<file path="config.mk">
export PLATFORM = sky130hd
export DESIGN_NAME = ilc_top
export DESIGN_NICKNAME = d
export VERILOG_FILES = /design/src/ilc_top.v /design/src/ilc_sync.v /design/src/ilc_detector.v
export VERILOG_INCLUDE_DIRS = /design/src /design/src/src
export SDC_FILE = /design/constraint.sdc
export NUM_CORES = 2
export LEC_CHECK = 0
export ABC_AREA = 1
export BUFFER_PORTS_ARGS = -buffer_cell sky130_fd_sc_hd__buf_2
export CAP_MARGIN = 30
export CORE_AREA = 2 2 383 385
export CTS_CLUSTER_DIAMETER = 150
export DETAILED_ROUTE_END_ITERATION = 7
export DIE_AREA = 0 0 385 387
export PLACE_DENSITY = 0.55
export SLEW_MARGIN = 20
export SYNTH_ARGS = -nofsm -noshare
export SYNTH_HDL_FRONTEND = slang
export SYNTH_SLANG_ARGS = --single-unit
export TNS_END_PERCENT = 30
</file>
<file path="constraint.sdc">
create_clock -name pclk -period 3.36 [get_ports pclk]
set_clock_uncertainty 0.1 [all_clocks]
set_input_delay 0.672 -clock pclk [delete_from_list [all_inputs] [get_ports pclk]]
set_output_delay 0.672 -clock pclk [all_outputs]
set_load 0.01 [all_outputs]
</file>
<file path="src/ilc_defines.vh">
`ifndef ILC_DEFINES_VH
`define ILC_DEFINES_VH

// register indices within one framer (byte address is four times the index)
`define ILC_IDX_LEN_CTL 9'h082
`define ILC_IDX_LATCHED 9'h092
`define ILC_IDX_SP_DEF1 9'h09c
`define ILC_IDX_SP_DEF2 9'h09d
`define ILC_IDX_SP_LEN 9'h09e
`define ILC_IDX_MASK 9'h0a2
`define ILC_IDX_UP_DEF1 9'h0ac
`define ILC_IDX_UP_DEF2 9'h0ad
`define ILC_IDX_DN_DEF1 9'h0ae
`define ILC_IDX_DN_DEF2 9'h0af
`define ILC_IDX_REALTIME 9'h0b2

// framer replication: framer n sits at framer 1 index plus (n - 1) times this stride
`define ILC_FRAMER_STRIDE 12'h200
`define ILC_FRAMERS 4

// length control fields: up code in the low nibble, down code in the high nibble
`define ILC_LEN_UP_LSB 0
`define ILC_LEN_DN_LSB 4
`define ILC_LEN_SP_LSB 0
// length codes 0..7 select 1..8 bits, any code of 8 or more selects 16 bits
`define ILC_LEN_CODE_16 4'h8

// status bit positions (realtime uses the set positions only)
`define ILC_BIT_UP_SET 0
`define ILC_BIT_DN_SET 1
`define ILC_BIT_SP_SET 2
`define ILC_BIT_UP_CLR 4
`define ILC_BIT_DN_CLR 5
`define ILC_BIT_SP_CLR 6

// reset values
`define ILC_RST_LEN_CTL 8'h00
`define ILC_RST_SP_LEN 8'h00
`define ILC_RST_DEF 8'h00
`define ILC_RST_MASK 8'h00
`define ILC_RST_LATCHED 8'h00

// integration period in line bits: 48 ms at the 1544 kbit/s line rate
`define ILC_INTEG_MS 48
`define ILC_LINE_KBPS 1544
// tolerated errors per period are the period shifted right by this amount (about 3 %)
`define ILC_ERR_SHIFT 5

`endif

</file>
<file path="src/ilc_top.v">
// Functional notes
// - three independent detectors per framer: loop-up, loop-down and spare.
// - pattern length one to eight or sixteen bits; detection only in t1 mode.
// - sixteen-bit pattern joins both definition bytes, first byte sent first.
// - lengths one to eight compare only the first definition byte.
// - up/down length from length control; spare length from its own register.
// - framed or unframed codes found with bit error rates up to 1e-2.
// - both inserted and overwriting framing bits are tolerated.
// - writing a detector's first (most significant) definition byte restarts its integration.
// - detect bit sets after about 48 ms of valid code.
// - realtime bit plus latched set and latched clear bits per detector.
// - latched bits reach the framer interrupt only when the mask allows.
// - four framers, each at framer 1 byte address plus 800h times index.
// - latched bits clear on write of one; realtime bits ignore writes.
`include "ilc_defines.vh"

module ilc_top #(
    parameter [16:0] INTEG_BITS = `ILC_INTEG_MS * `ILC_LINE_KBPS
) (
    // clock and reset
    input wire pclk,
    input wire presetn,
    // apb slave
    input wire psel,
    input wire penable,
    input wire pwrite,
    input wire [13:0] paddr,
    input wire [31:0] pwdata,
    output reg [31:0] prdata,
    output wire pready,
    output wire pslverr,
    // receive line, one lane per framer
    input wire [3:0] rx_data,
    input wire [3:0] rx_bit_strobe,
    input wire [3:0] t1_mode,
    // framer interrupt contributions, active high
    output reg [3:0] loop_code_irq
);

    integer i;

    // per-framer registers
    reg [7:0] inband_code_length_control [0:3];
    reg [7:0] spare_code_length_control [0:3];
    reg [7:0] up_code_definition_1 [0:3];
    reg [7:0] up_code_definition_2 [0:3];
    reg [7:0] down_code_definition_1 [0:3];
    reg [7:0] down_code_definition_2 [0:3];
    reg [7:0] spare_code_definition_1 [0:3];
    reg [7:0] spare_code_definition_2 [0:3];
    reg [7:0] loop_code_interrupt_mask [0:3];
    reg [7:0] loop_code_latched_status [0:3];
    reg [7:0] next_latched [0:3];

    // synchronised line inputs
    wire [3:0] rx_data_s;
    wire [3:0] rx_strobe_s;
    wire [3:0] t1_mode_s;
    reg [3:0] rx_strobe_q;
    reg [3:0] rx_data_q;
    wire [3:0] bit_valid;

    // detector status, index framer * 3 + detector (0 up, 1 down, 2 spare)
    wire [11:0] det_rt;
    wire [11:0] det_set;
    wire [11:0] det_clr;
    wire [11:0] det_restart;

    // address decode
    wire [1:0] sel_framer = paddr[12:11];
    wire [8:0] sel_index = paddr[10:2];
    wire addr_ok;
    wire wr_en;
    reg [7:0] rd_byte;

    // true for every register index this block maps
    function is_mapped;
        input [8:0] idx;
        begin
            case (idx)
                `ILC_IDX_LEN_CTL, `ILC_IDX_LATCHED, `ILC_IDX_SP_DEF1, `ILC_IDX_SP_DEF2,
                `ILC_IDX_SP_LEN, `ILC_IDX_MASK, `ILC_IDX_UP_DEF1, `ILC_IDX_UP_DEF2,
                `ILC_IDX_DN_DEF1, `ILC_IDX_DN_DEF2, `ILC_IDX_REALTIME: is_mapped = 1'b1;
                default: is_mapped = 1'b0;
            endcase
        end
    endfunction

    // pin inputs cross into pclk before anything looks at them
    ilc_sync #(
        .W(12)
    ) u_sync (
        .clk(pclk),
        .rstn(presetn),
        .d({t1_mode, rx_bit_strobe, rx_data}),
        .q({t1_mode_s, rx_strobe_s, rx_data_s})
    );

    // bit strobe rising edge marks one received line bit; data held alongside
    always @(posedge pclk or negedge presetn) begin
        if (!presetn) begin
            rx_strobe_q <= 4'h0;
            rx_data_q <= 4'h0;
        end else begin
            rx_strobe_q <= rx_strobe_s;
            rx_data_q <= rx_data_s;
        end
    end

    assign bit_valid = rx_strobe_s & ~rx_strobe_q;

    // framer stride
    // framer select is index bits 10:9, i.e. a stride of 200h registers; word aligned addresses only
    assign addr_ok = (paddr[1:0] == 2'b00) && (paddr[13] == 1'b0) && is_mapped(sel_index);
    assign wr_en = psel & penable & pwrite & addr_ok;

    // zero wait states: every access completes in its access cycle
    assign pready = 1'b1;
    assign pslverr = psel & penable & ~addr_ok;

    // twelve detectors: three per framer, each with its own bytes and length
    genvar f;
    generate
        for (f = 0; f < `ILC_FRAMERS; f = f + 1) begin : g_framer
            assign det_restart[3*f+0] = wr_en && (sel_framer == f) && (sel_index == `ILC_IDX_UP_DEF1);
            assign det_restart[3*f+1] = wr_en && (sel_framer == f) && (sel_index == `ILC_IDX_DN_DEF1);
            assign det_restart[3*f+2] = wr_en && (sel_framer == f) && (sel_index == `ILC_IDX_SP_DEF1);

            ilc_detector #(
                .INTEG_BITS(INTEG_BITS)
            ) u_up (
                .clk(pclk),
                .rstn(presetn),
                .enable(t1_mode_s[f]),
                .restart(det_restart[3*f+0]),
                .len_code(inband_code_length_control[f][`ILC_LEN_UP_LSB +: 4]),
                .def1(up_code_definition_1[f]),
                .def2(up_code_definition_2[f]),
                .bit_valid(bit_valid[f]),
                .bit_in(rx_data_q[f]),
                .detected(det_rt[3*f+0]),
                .set_pulse(det_set[3*f+0]),
                .clear_pulse(det_clr[3*f+0])
            );

            ilc_detector #(
                .INTEG_BITS(INTEG_BITS)
            ) u_down (
                .clk(pclk),
                .rstn(presetn),
                .enable(t1_mode_s[f]),
                .restart(det_restart[3*f+1]),
                .len_code(inband_code_length_control[f][`ILC_LEN_DN_LSB +: 4]),
                .def1(down_code_definition_1[f]),
                .def2(down_code_definition_2[f]),
                .bit_valid(bit_valid[f]),
                .bit_in(rx_data_q[f]),
                .detected(det_rt[3*f+1]),
                .set_pulse(det_set[3*f+1]),
                .clear_pulse(det_clr[3*f+1])
            );

            ilc_detector #(
                .INTEG_BITS(INTEG_BITS)
            ) u_spare (
                .clk(pclk),
                .rstn(presetn),
                .enable(t1_mode_s[f]),
                .restart(det_restart[3*f+2]),
                .len_code(spare_code_length_control[f][`ILC_LEN_SP_LSB +: 4]),
                .def1(spare_code_definition_1[f]),
                .def2(spare_code_definition_2[f]),
                .bit_valid(bit_valid[f]),
                .bit_in(rx_data_q[f]),
                .detected(det_rt[3*f+2]),
                .set_pulse(det_set[3*f+2]),
                .clear_pulse(det_clr[3*f+2])
            );
        end
    endgenerate

    // next latched status: write-one clears first, then detector events set,
    // so an event in the clearing cycle is never lost
    always @* begin
        for (i = 0; i < `ILC_FRAMERS; i = i + 1) begin
            next_latched[i] = loop_code_latched_status[i];
            if (wr_en && (sel_framer == i) && (sel_index == `ILC_IDX_LATCHED))
                next_latched[i] = next_latched[i] & ~pwdata[7:0];
            next_latched[i][`ILC_BIT_UP_SET] = next_latched[i][`ILC_BIT_UP_SET] | det_set[3*i+0];
            next_latched[i][`ILC_BIT_DN_SET] = next_latched[i][`ILC_BIT_DN_SET] | det_set[3*i+1];
            next_latched[i][`ILC_BIT_SP_SET] = next_latched[i][`ILC_BIT_SP_SET] | det_set[3*i+2];
            next_latched[i][`ILC_BIT_UP_CLR] = next_latched[i][`ILC_BIT_UP_CLR] | det_clr[3*i+0];
            next_latched[i][`ILC_BIT_DN_CLR] = next_latched[i][`ILC_BIT_DN_CLR] | det_clr[3*i+1];
            next_latched[i][`ILC_BIT_SP_CLR] = next_latched[i][`ILC_BIT_SP_CLR] | det_clr[3*i+2];
        end
    end

    // register file writes; realtime status has no storage so writes cannot touch it
    always @(posedge pclk or negedge presetn) begin
        if (!presetn) begin
            for (i = 0; i < `ILC_FRAMERS; i = i + 1) begin
                inband_code_length_control[i] <= `ILC_RST_LEN_CTL;
                spare_code_length_control[i] <= `ILC_RST_SP_LEN;
                up_code_definition_1[i] <= `ILC_RST_DEF;
                up_code_definition_2[i] <= `ILC_RST_DEF;
                down_code_definition_1[i] <= `ILC_RST_DEF;
                down_code_definition_2[i] <= `ILC_RST_DEF;
                spare_code_definition_1[i] <= `ILC_RST_DEF;
                spare_code_definition_2[i] <= `ILC_RST_DEF;
                loop_code_interrupt_mask[i] <= `ILC_RST_MASK;
                loop_code_latched_status[i] <= `ILC_RST_LATCHED;
            end
        end else begin
            for (i = 0; i < `ILC_FRAMERS; i = i + 1) begin
                loop_code_latched_status[i] <= next_latched[i];
                if (wr_en && (sel_framer == i)) begin
                    case (sel_index)
                        `ILC_IDX_LEN_CTL: inband_code_length_control[i] <= pwdata[7:0];
                        `ILC_IDX_SP_LEN: spare_code_length_control[i] <= pwdata[7:0];
                        `ILC_IDX_UP_DEF1: up_code_definition_1[i] <= pwdata[7:0];
                        `ILC_IDX_UP_DEF2: up_code_definition_2[i] <= pwdata[7:0];
                        `ILC_IDX_DN_DEF1: down_code_definition_1[i] <= pwdata[7:0];
                        `ILC_IDX_DN_DEF2: down_code_definition_2[i] <= pwdata[7:0];
                        `ILC_IDX_SP_DEF1: spare_code_definition_1[i] <= pwdata[7:0];
                        `ILC_IDX_SP_DEF2: spare_code_definition_2[i] <= pwdata[7:0];
                        `ILC_IDX_MASK: loop_code_interrupt_mask[i] <= pwdata[7:0];
                        default: ;
                    endcase
                end
            end
        end
    end

    // read mux; unmapped or misaligned reads return zero with pslverr
    always @* begin
        rd_byte = 8'h00;
        case (sel_index)
            `ILC_IDX_LEN_CTL: rd_byte = inband_code_length_control[sel_framer];
            `ILC_IDX_SP_LEN: rd_byte = spare_code_length_control[sel_framer];
            `ILC_IDX_UP_DEF1: rd_byte = up_code_definition_1[sel_framer];
            `ILC_IDX_UP_DEF2: rd_byte = up_code_definition_2[sel_framer];
            `ILC_IDX_DN_DEF1: rd_byte = down_code_definition_1[sel_framer];
            `ILC_IDX_DN_DEF2: rd_byte = down_code_definition_2[sel_framer];
            `ILC_IDX_SP_DEF1: rd_byte = spare_code_definition_1[sel_framer];
            `ILC_IDX_SP_DEF2: rd_byte = spare_code_definition_2[sel_framer];
            `ILC_IDX_MASK: rd_byte = loop_code_interrupt_mask[sel_framer];
            `ILC_IDX_LATCHED: rd_byte = loop_code_latched_status[sel_framer];
            `ILC_IDX_REALTIME: rd_byte = {5'h00, det_rt[3*sel_framer +: 3]};
            default: rd_byte = 8'h00;
        endcase
        if (!addr_ok)
            rd_byte = 8'h00;
    end

    // read data captured in the setup cycle so it is stable for the access cycle
    always @(posedge pclk or negedge presetn) begin
        if (!presetn)
            prdata <= 32'h0000_0000;
        else if (psel && !penable && !pwrite)
            prdata <= {24'h00_0000, rd_byte};
    end

    // masked interrupt
    // registered so the interrupt output never glitches on decode changes
    always @(posedge pclk or negedge presetn) begin
        if (!presetn) begin
            loop_code_irq <= 4'h0;
        end else begin
            for (i = 0; i < `ILC_FRAMERS; i = i + 1)
                loop_code_irq[i] <= |(loop_code_latched_status[i] & loop_code_interrupt_mask[i]);
        end
    end

endmodule

</file>
<file path="src/ilc_sync.v">
// two-stage synchroniser for pin inputs; stage one feeds stage two only
module ilc_sync #(
    parameter W = 1
) (
    // clock and reset
    input wire clk,
    input wire rstn,
    // asynchronous in, synchronous out
    input wire [W-1:0] d,
    output reg [W-1:0] q
);

    reg [W-1:0] meta;

    // plain double flop, no logic between the stages
    always @(posedge clk or negedge rstn) begin
        if (!rstn) begin
            meta <= {W{1'b0}};
            q <= {W{1'b0}};
        end else begin
            meta <= d;
            q <= meta;
        end
    end

endmodule

</file>
<file path="src/ilc_detector.v">
`include "ilc_defines.vh"

// one repeating-pattern detector with error-tolerant integration
module ilc_detector #(
    parameter [16:0] INTEG_BITS = 17'd74112
) (
    // clock and reset
    input wire clk,
    input wire rstn,
    // control
    input wire enable,
    input wire restart,
    input wire [3:0] len_code,
    input wire [7:0] def1,
    input wire [7:0] def2,
    // received line bits
    input wire bit_valid,
    input wire bit_in,
    // status
    output reg detected,
    output reg set_pulse,
    output reg clear_pulse
);

    localparam [16:0] ERR_LIMIT = INTEG_BITS >> `ILC_ERR_SHIFT;

    reg [3:0] phase;
    reg [2:0] since_miss;
    reg [16:0] bit_cnt;
    reg [16:0] err_cnt;

    // short codes first byte
    // pattern bit at a phase, sent msb first; short codes use only the first byte
    function pattern_bit;
        input [7:0] b1;
        input [7:0] b2;
        input is16;
        input [3:0] p;
        reg [15:0] w;
        begin
            w = {b1, b2};
            if (is16)
                pattern_bit = w[4'hf - p];
            else
                pattern_bit = b1[3'h7 - p[2:0]];
        end
    endfunction

    // phase step by one or two positions, wrapping at the code length
    function [3:0] phase_step;
        input [3:0] p;
        input [4:0] len;
        input two;
        reg [4:0] s;
        begin
            s = {1'b0, p} + (two ? 5'd2 : 5'd1);
            if (s >= len)
                s = s - len;
            if (s >= len)
                s = 5'd0;
            phase_step = s[3:0];
        end
    endfunction

    wire is16 = (len_code >= `ILC_LEN_CODE_16);
    wire [4:0] len = is16 ? 5'd16 : {2'b00, len_code[2:0]} + 5'd1;
    wire expected = pattern_bit(def1, def2, is16, phase);
    wire miss = bit_in ^ expected;
    wire last_bit = (bit_cnt == INTEG_BITS - 17'd1);
    wire [16:0] err_total = err_cnt + {16'd0, miss};
    // a miss within four bits of the last one means lost alignment; a lone miss never slips
    wire slip = miss && (since_miss < 3'd4);

    // phase tracking, error counting and the decision at the end of each period
    always @(posedge clk or negedge rstn) begin
        if (!rstn) begin
            phase <= 4'h0;
            since_miss <= 3'd7;
            bit_cnt <= 17'd0;
            err_cnt <= 17'd0;
            detected <= 1'b0;
            set_pulse <= 1'b0;
            clear_pulse <= 1'b0;
        end else begin
            set_pulse <= 1'b0;
            clear_pulse <= 1'b0;
            if (!enable) begin
                phase <= 4'h0;
                since_miss <= 3'd7;
                bit_cnt <= 17'd0;
                err_cnt <= 17'd0;
                detected <= 1'b0;
            end else if (restart) begin
                phase <= 4'h0;
                since_miss <= 3'd7;
                bit_cnt <= 17'd0;
                err_cnt <= 17'd0;
            end else if (bit_valid) begin
                // slip on burst
                // close misses mean lost alignment (inserted f-bit or start-up): hold the phase
                // one bit to hunt; a lone miss is a line error or an overwritten f-bit, only counted
                phase <= slip ? phase : phase_step(phase, len, 1'b0);
                since_miss <= slip ? 3'd7 : (miss ? 3'd0 : since_miss + {2'b00, since_miss != 3'd7});
                if (last_bit) begin
                    bit_cnt <= 17'd0;
                    err_cnt <= 17'd0;
                    if (err_total <= ERR_LIMIT) begin
                        if (!detected)
                            set_pulse <= 1'b1;
                        detected <= 1'b1;
                    end else begin
                        if (detected)
                            clear_pulse <= 1'b1;
                        detected <= 1'b0;
                    end
                end else begin
                    bit_cnt <= bit_cnt + 17'd1;
                    err_cnt <= err_total;
                end
            end
        end
    end

endmodule

</file>
# [Word-level counts from Yosys, hierarchy flattened]
# Cells that the tools add are included.
[classes] add_sub_neg=96 mul=1 div_mod_pow=0 magnitude_cmp=85 eq_ne=90 shifts=1 muxes=577 bitwise=54 reduce_logical=105
[op_table] op="17-bit two-way mux" count=96
[op_table] op="5-bit two-way mux" count=60
[op_table] op="1-bit two-way mux" count=241
[op_table] op="4-bit two-way mux" count=60
[op_table] op="17-bit by 1-bit adder with 17-bit output" count=12
[op_table] op="17-bit by 1-bit adder with 17-bit output, second input constant" count=12
[op_table] op="17-bit == test, second input constant" count=12
[op_table] op="17-bit by 12-bit less-or-equal comparator with 1-bit output, second input constant" count=12
[op_table] op="3-bit two-way mux" count=60
[op_table] op="8-bit two-way mux" count=21
[op_table] op="8-bit binary-select mux with 2-bit select" count=10
[op_table] op="5-bit greater-or-equal comparator" count=24
[op_table] op="9-bit by 8-bit == test with 1-bit output, second input constant" count=11
[op_table] op="2-bit AND reduction" count=48
[op_table] op="8-bit case mux with 11 select lines" count=1
[op_table] op="3-bit by 2-bit inequality test with 1-bit output, second input constant" count=24
[op_table] op="8-bit AND" count=8
[op_table] op="4-bit by 1-bit adder with 5-bit output, second input constant" count=12
[op_table] op="4-bit by 5-bit less-than comparator with 1-bit output, second input constant" count=12
[op_table] op="5-bit subtractor" count=12
[op_table] op="3-bit by 1-bit adder with 4-bit output, second input constant" count=12
[op_table] op="1-bit binary-select mux with 4-bit select" count=12
[op_table] op="4-bit greater-or-equal comparator, second input constant" count=12
[op_table] op="3-bit by 4-bit less-than comparator with 1-bit output, second input constant" count=12
[op_table] op="28 further kinds" count=213
[word_totals] regBits=892 latch_bits=0 ramBits=0 rom_bits=0 in_bits=63 output_inout_bits=38 wordCells=1143 mem_count=0

# [Logic depth before layout (Yosys ltp)]
[logic_depth] word_depth=15 mapped_depth=25 ltp_nobuf=25

# [By module]
# A second synthesis with hierarchy kept.
[unflattened] hier_cells=7631 area_unflattened_um2=55947.4
[modules_own_cells] mod="ilc_detector (g_framer[0].u_up ...)" instances=7 cells_per_inst=473 area_each_um2=3293.2 seq_area_each_um2=1104.8
[modules_own_cells] mod="ilc_top" instances=1 cells_per_inst=2026 area_each_um2=16324.4 seq_area_each_um2=8508.2
[modules_own_cells] mod="ilc_detector (g_framer[2].u_spare ...)" instances=2 cells_per_inst=456 area_each_um2=3198.1 seq_area_each_um2=1104.8
[modules_own_cells] mod="ilc_detector (g_framer[0].u_down ...)" instances=2 cells_per_inst=450 area_each_um2=3188.1 seq_area_each_um2=1104.8
[modules_own_cells] mod="ilc_detector (g_framer[2].u_up)" instances=1 cells_per_inst=458 area_each_um2=3198.1 seq_area_each_um2=1104.8
[modules_own_cells] mod="ilc_sync" instances=1 cells_per_inst=24 area_each_um2=600.6 seq_area_each_um2=600.6

# [Worst setup path after synthesis]
# OpenSTA, ideal clock, no wires.
[synth_timing] kind="register -> register" startpoint="register g_framer[3].u_up.phase[0]" endpoint="register g_framer[3].u_up.phase[0]" setup_time_ns=0.119 arrival_time_ns=3.144 required_ns=3.141 path_slack_ns=-0.003 path_stages_with_launch=17 path_buffers=1 period_less_slack_ns=3.363 path_cell_list="dfrtp_1 clkbuf_1 nand3_1 xnor2_1 ha_1 nand2_1 inv_1 a21boi_0 nand3_1 o21ai_0 inv_1 ha_1 nand2_1 o311ai_0 nor2_1 nand4_1 nand2_1"
[synth_between] elab_chain_len=12 word_cells_on_any_way=24 classes_between="add/sub: 4; order compare: 2; eq/ne: 1; mux: 14; bitwise: 1; reduce/logical: 2"
[synth_rtl] element="from (decl)" line="ilc_detector.v:27" rtl="reg [3:0] phase;"
[synth_rtl] element="from (signal assigned)" line="ilc_detector.v:102" rtl="phase <= slip ? phase : phase_step(phase, len, 1'b0);"
[synth_rtl] element="4-bit by 1-bit adder with 5-bit output" line="ilc_detector.v:56" rtl="s = {1'b0, p} + (two ? 5'd2 : 5'd1);"
[synth_rtl] element="5-bit subtractor / 5-bit greater-or-equal comparator (equally long branches)" line="ilc_detector.v:58, ilc_detector.v:57"
[synth_rtl] element="5-bit two-way mux" line="ilc_detector.v:57" rtl="if (s >= len)"
[synth_rtl] element="5-bit two-way mux" line="ilc_detector.v:98" rtl="end else if (bit_valid) begin"
[synth_rtl] element="5-bit two-way mux" line="ilc_detector.v:93" rtl="end else if (restart) begin"
[synth_rtl] element="5-bit two-way mux" line="ilc_detector.v:87" rtl="if (!enable) begin"
[synth_rtl] element="5-bit greater-or-equal comparator" line="ilc_detector.v:59" rtl="if (s >= len)"
[synth_rtl] element="4-bit two-way mux" line="ilc_detector.v:59"
[synth_rtl] element="4-bit two-way mux" line="ilc_detector.v:102"
[synth_rtl] element="4-bit two-way mux" line="ilc_detector.v:98"
[synth_rtl] element="4-bit two-way mux" line="ilc_detector.v:93"
[synth_rtl] element="4-bit two-way mux" line="ilc_detector.v:87"
# Several ways; a longest one is shown, not always the timed one. The select of a mux whose other input is x is not followed.
# A chain may end at the register's enable or synchronous reset.

# [Worst setup path after layout]
[layout_timing] startpoint="register inband_code_length_control[25] in the netlist's numbering" endpoint="register g_framer[0].u_up.phase[3]"
[layout_between] elab_chain_len=13 word_cells_on_any_way=20 classes_between="add/sub: 2; order compare: 3; eq/ne: 1; mux: 11; bitwise: 1; reduce/logical: 2"
[layout_rtl] element="from (decl)" line="ilc_top.v:43" rtl="reg [7:0] inband_code_length_control [0:3];"
[layout_rtl] element="from (signal, indexed assignment)" line="ilc_top.v:202" rtl="inband_code_length_control[i] <= `ILC_RST_LEN_CTL;"
[layout_rtl] element="from (signal, indexed assignment)" line="ilc_top.v:218" rtl="`ILC_IDX_LEN_CTL: inband_code_length_control[i] <= pwdata[7:0];"
[layout_rtl] element="4-bit greater-or-equal comparator (no source line) / 3-bit by 1-bit adder with 4-bit output (equally long branches)"
[layout_rtl] element="5-bit two-way mux" line="ilc_detector.v:66" rtl="wire [4:0] len = is16 ? 5'd16 : {2'b00, len_code[2:0]} + 5'd1;"
[layout_rtl] element="5-bit subtractor / 5-bit greater-or-equal comparator (equally long branches)" line="ilc_detector.v:58, ilc_detector.v:57"
[layout_rtl] element="5-bit two-way mux" line="ilc_detector.v:57"
[layout_rtl] element="5-bit two-way mux" line="ilc_detector.v:98"
[layout_rtl] element="5-bit two-way mux" line="ilc_detector.v:93"
[layout_rtl] element="5-bit two-way mux" line="ilc_detector.v:87"
[layout_rtl] element="5-bit greater-or-equal comparator" line="ilc_detector.v:59"
[layout_rtl] element="4-bit two-way mux" line="ilc_detector.v:59"
[layout_rtl] element="4-bit two-way mux" line="ilc_detector.v:102"
[layout_rtl] element="4-bit two-way mux" line="ilc_detector.v:98"
[layout_rtl] element="4-bit two-way mux" line="ilc_detector.v:93"
[layout_rtl] element="4-bit two-way mux" line="ilc_detector.v:87"
[layout_rtl] element="to (signal assigned)" line="ilc_detector.v:102"
[layout_rtl] element="to (decl)" line="ilc_detector.v:27"
# Several ways; a longest one is shown, not always the timed one. The select of a mux whose other input is x is not followed.

==> out/results.txt <==
largest net degree at the start of global routing: 121
row cnt: 140
crit path max fanout: 4
Clock Pin Slew Worst Setup and Hold Paths: 60 ps
Netlist cell types: 56
worst-margin pin slew: 950 ps
H-tree levels: 3
layout cells sized above 1: 0.177
initial antenna violation count: 9
period utilization: 0.984
Post-Synthesis Cells: 7963
Clk Latency, worst-skew pair: 730 ps
area leader, netlist: dfrtp_1
most frequent cells in the layout: 1711 x nand2_1, 1000 x inv_1, 831 x dfrtp_1
Int Pwr: 18.9 mW
Die X: 385 µm
most common cell after layout, fill and taps aside: nand2_1
Core ar.: 145000 µm²
status: finished with violations
WL final: 191 mm
Fin Hold WS: 88.2 ps
Post-DRT Antenna Nets: 0
GP Congestion: 0.986
CP Class: register to register
CP max stage delay: 450 ps
switching share of total power: 0.252
crit path DAT: 3860 ps
DP Worst Slack: -309 ps
Synth top area share: 0.372
syn_area_per_cell: 7.23 µm²
vias per inst: 5.38
max cap viols: 0
Worst slew margin: 0.360
TritonRoute pass-1 iters: 8
crit path capture type: register
Comb pwr share: 0.069
failing checks: DRC
sequential share of power: 0.437
clock tree from TritonCTS: yes
CTS Sinks: 892
synthesized area: 57600 µm²
Buf+Inv Stages, Crit Path: 4
worst min path class: input pin to register
flops & latches, synth: 892
number of fill cells: 14100
final setup fails: 0
Hold Fails Final Rpt: 0
final core occ: 0.490
sequential share of the synthesized area: 0.388
Clock power frac: 0.494
via count: 56100
fin area: 70900 µm²
CP max-delay cell: dfrtp_2
total die area: 149000 µm²
critical path's top delay family: adder cells
Max VDD drop: 0.000425 V
CTS Buf Count: 106
Synth async-reset ratio: 1.00
starting DRC count in detailed routing: 4808
cell repeated most along the worst path: nand2_1
DR WL/cell: 18.3 µm
global-route wire length before repair: 298 mm
number of port buffers: 51
die extent in y: 387 µm
grt ovf: 0
min Tclk post-route: 3300 ps
RSZ-0062 raised after global routing: true
critical path required time: 3920 ps
Post-route DRC: 1
CTS root buf: clkbuf_16
yosys warns: 0
All-Layer GR Usage: 0.248
# IOs: 101
EDFF count, synth: 0
Synth Flop Type: dfrtp_1
LEAKAGE: 33.9 nW
HPWL after DPL: 132 mm
Power Density: 356 nW/µm²
final net count: 8706
synth top area cells: dfrtp_1 37%, nand2_1 12%, inv_1 6.9%, o21ai_0 6.8%, nand3_1 6.2%
synthesis-to-finish area growth: 23.2%
Setup crit start kind: register
clk buf depth: 3
Sw Pwr: 6.37 mW
Placement Cell Area: 63300 µm²
Starting Density: 0.398
number of global-route vias before repair: 52900
cells along the critical path: buf_6 -> inv_4 -> ha_4 -> nand2_4 -> inv_1 -> fa_1 -> o21ai_1 -> xor2_1 -> nand2_1 -> o21ai_0 -> ha_1 -> nand2_2 -> buf_4 -> o21a_1 -> o311ai_4 -> nor2_1 -> nand4_1 -> nand2_1
Final WS setup: 55.4 ps
Slew Viols, Final: 0
Peak Freq: 303 MHz
[worst reg2reg max path, delay by kind of cell (launching register included)]
| kind | cells | cell delay (ps) |
|---|---|---|
| simple gates | 6 | 630 |
| xor+xnor | 1 | 200 |
| flops | 1 | 450 |
| buf+inv | 4 | 360 |
| fa+ha+maj | 3 | 940 |
| compound gates | 4 | 610 |
[cell usage after synthesis (3+ instances only)]
cell,number
o21ai_1,43
nor2_1,526
o21a_1,14
clkinv_1,15
or2_2,38
nand3_1,714
dfstp_2,36
buf_1,26
nor3_1,126
o22ai_1,30
o311ai_0,6
inv_1,1054
inv_2,5
o21bai_1,18
nor3b_1,4
xor2_1,270
nor2_4,5
fa_1,12
xnor2_1,14
clkbuf_1,277
ha_1,216
nand3b_1,21
a21boi_0,12
buf_4,27
nand4_1,512
nor4_1,47
a21o_1,8
o211ai_1,14
nor2_2,6
a22oi_1,113
and2_1,13
nand2_1,1833
buf_2,35
o221ai_1,11
a221oi_1,14
dfrtp_1,856
nand2b_1,3
a21oi_1,159
a31oi_1,8
o21ai_0,788
o31ai_1,4
nand2_2,12
[flip-flops by register name, summed over array words and instances (netlist names), 68 cells and up]
| name | count |
|---|---|
| g_framer.u_up.bit_cnt | 68 |
| g_framer.u_spare.err_cnt | 68 |
| g_framer.u_down.bit_cnt | 68 |
| g_framer.u_down.err_cnt | 68 |
| g_framer.u_up.err_cnt | 68 |
| g_framer.u_spare.bit_cnt | 68 |
[metal layers]
layer,part of all wire,GRT usage,vias to the layer above
met5,0.00013,0,-
met4,0.033,0.0803,4
met3,0.060,0.0370,313
met2,0.45,0.381,1445
met1,0.46,0.355,27000
li1,-,-,27400
[repair_timing]
item / CTS / global route
setup endpoints to repair: 81 / 124
gates resized for setup: 94 / 701
cloned: 0 / 8
buffers inserted: 7 / 90
hold endpoints to repair: 37 / 0
hold buffers: 13 / 0
pin swaps: 24 / 319
[power by group through the flow]
stage	registers [mW]	logic, mW	clock network (mW)
3_3_place_gp	11.2	1.63	0
2_1_floorplan	11.2	0.905	0
3_5_place_dp	11.2	1.66	0
4_1_cts	11.0	1.68	12.8
6_report	11.1	1.74	12.5
5_1_grt	11.1	1.95	13.2
[area by class of cell]
class,instances,area (µm²),share of cell area
Multi-Input combinational cell,5653,32500,0.458
Sequential cell,892,22400,0.316
Timing Repair Buffer,687,5790,0.0817
Inverter,1074,4080,0.0575
Clock buffer,145,3060,0.0432
Tap cell,1917,2400,0.0338
Clock inverter,55,687,0.00968
Timing Repair inverter,1,7.51,0.000106
Antenna cell,3,7.51,0.000106
[worst paths after layout]
kind | start | to | slack, ps | cells past startpoint
setup reg to reg | inband_code_length_control[25]$_DFFE_PN0P_ | g_framer[0].u_up.phase[3]$_DFFE_PN0P_ | 60 | 18
max in group asynchronous | presetn | u_sync.q[11]$_DFF_PN0_ | 1740 | 3
setup / recovery | inband_code_length_control[25]$_DFFE_PN0P_ | g_framer[0].u_up.phase[3]$_DFFE_PN0P_ | 60 | 18
min in group asynchronous | presetn | u_sync.meta[10]$_DFF_PN0_ | 360 | 2
hold reg to reg | u_sync.meta[0]$_DFF_PN0_ | u_sync.q[0]$_DFF_PN0_ | 240 | 0
hold / removal | pwdata[1] | down_code_definition_1[9]$_DFFE_PN0P_ | 90 | 3
[kinds of logic (layout without fill, tap and decap cells)]
kind of cell,Yosys count,after routing,synth area share
buf+inv,1441,1962,0.0966
flops,892,892,0.388
fa+ha+maj,228,228,0.0511
other cells,2,28,0.000130
xor+xnor,284,284,0.0432
simple gates,3870,3870,0.301
compound gates,1246,1246,0.119
[metrics by stage]
step | TNS [ps] | total power, mW | std cells
2_1_floorplan | 0 | 12.1 | 7986
3_3_place_gp | -5920 | 12.9 | 10100
3_5_place_dp | -8820 | 12.9 | 10100
4_1_cts | -205 | 25.5 | 10300
5_1_grt | -5420 | 26.2 | 10400
6_report | 0 | 25.3 | 10400
(Power assumes the default switching activity.)
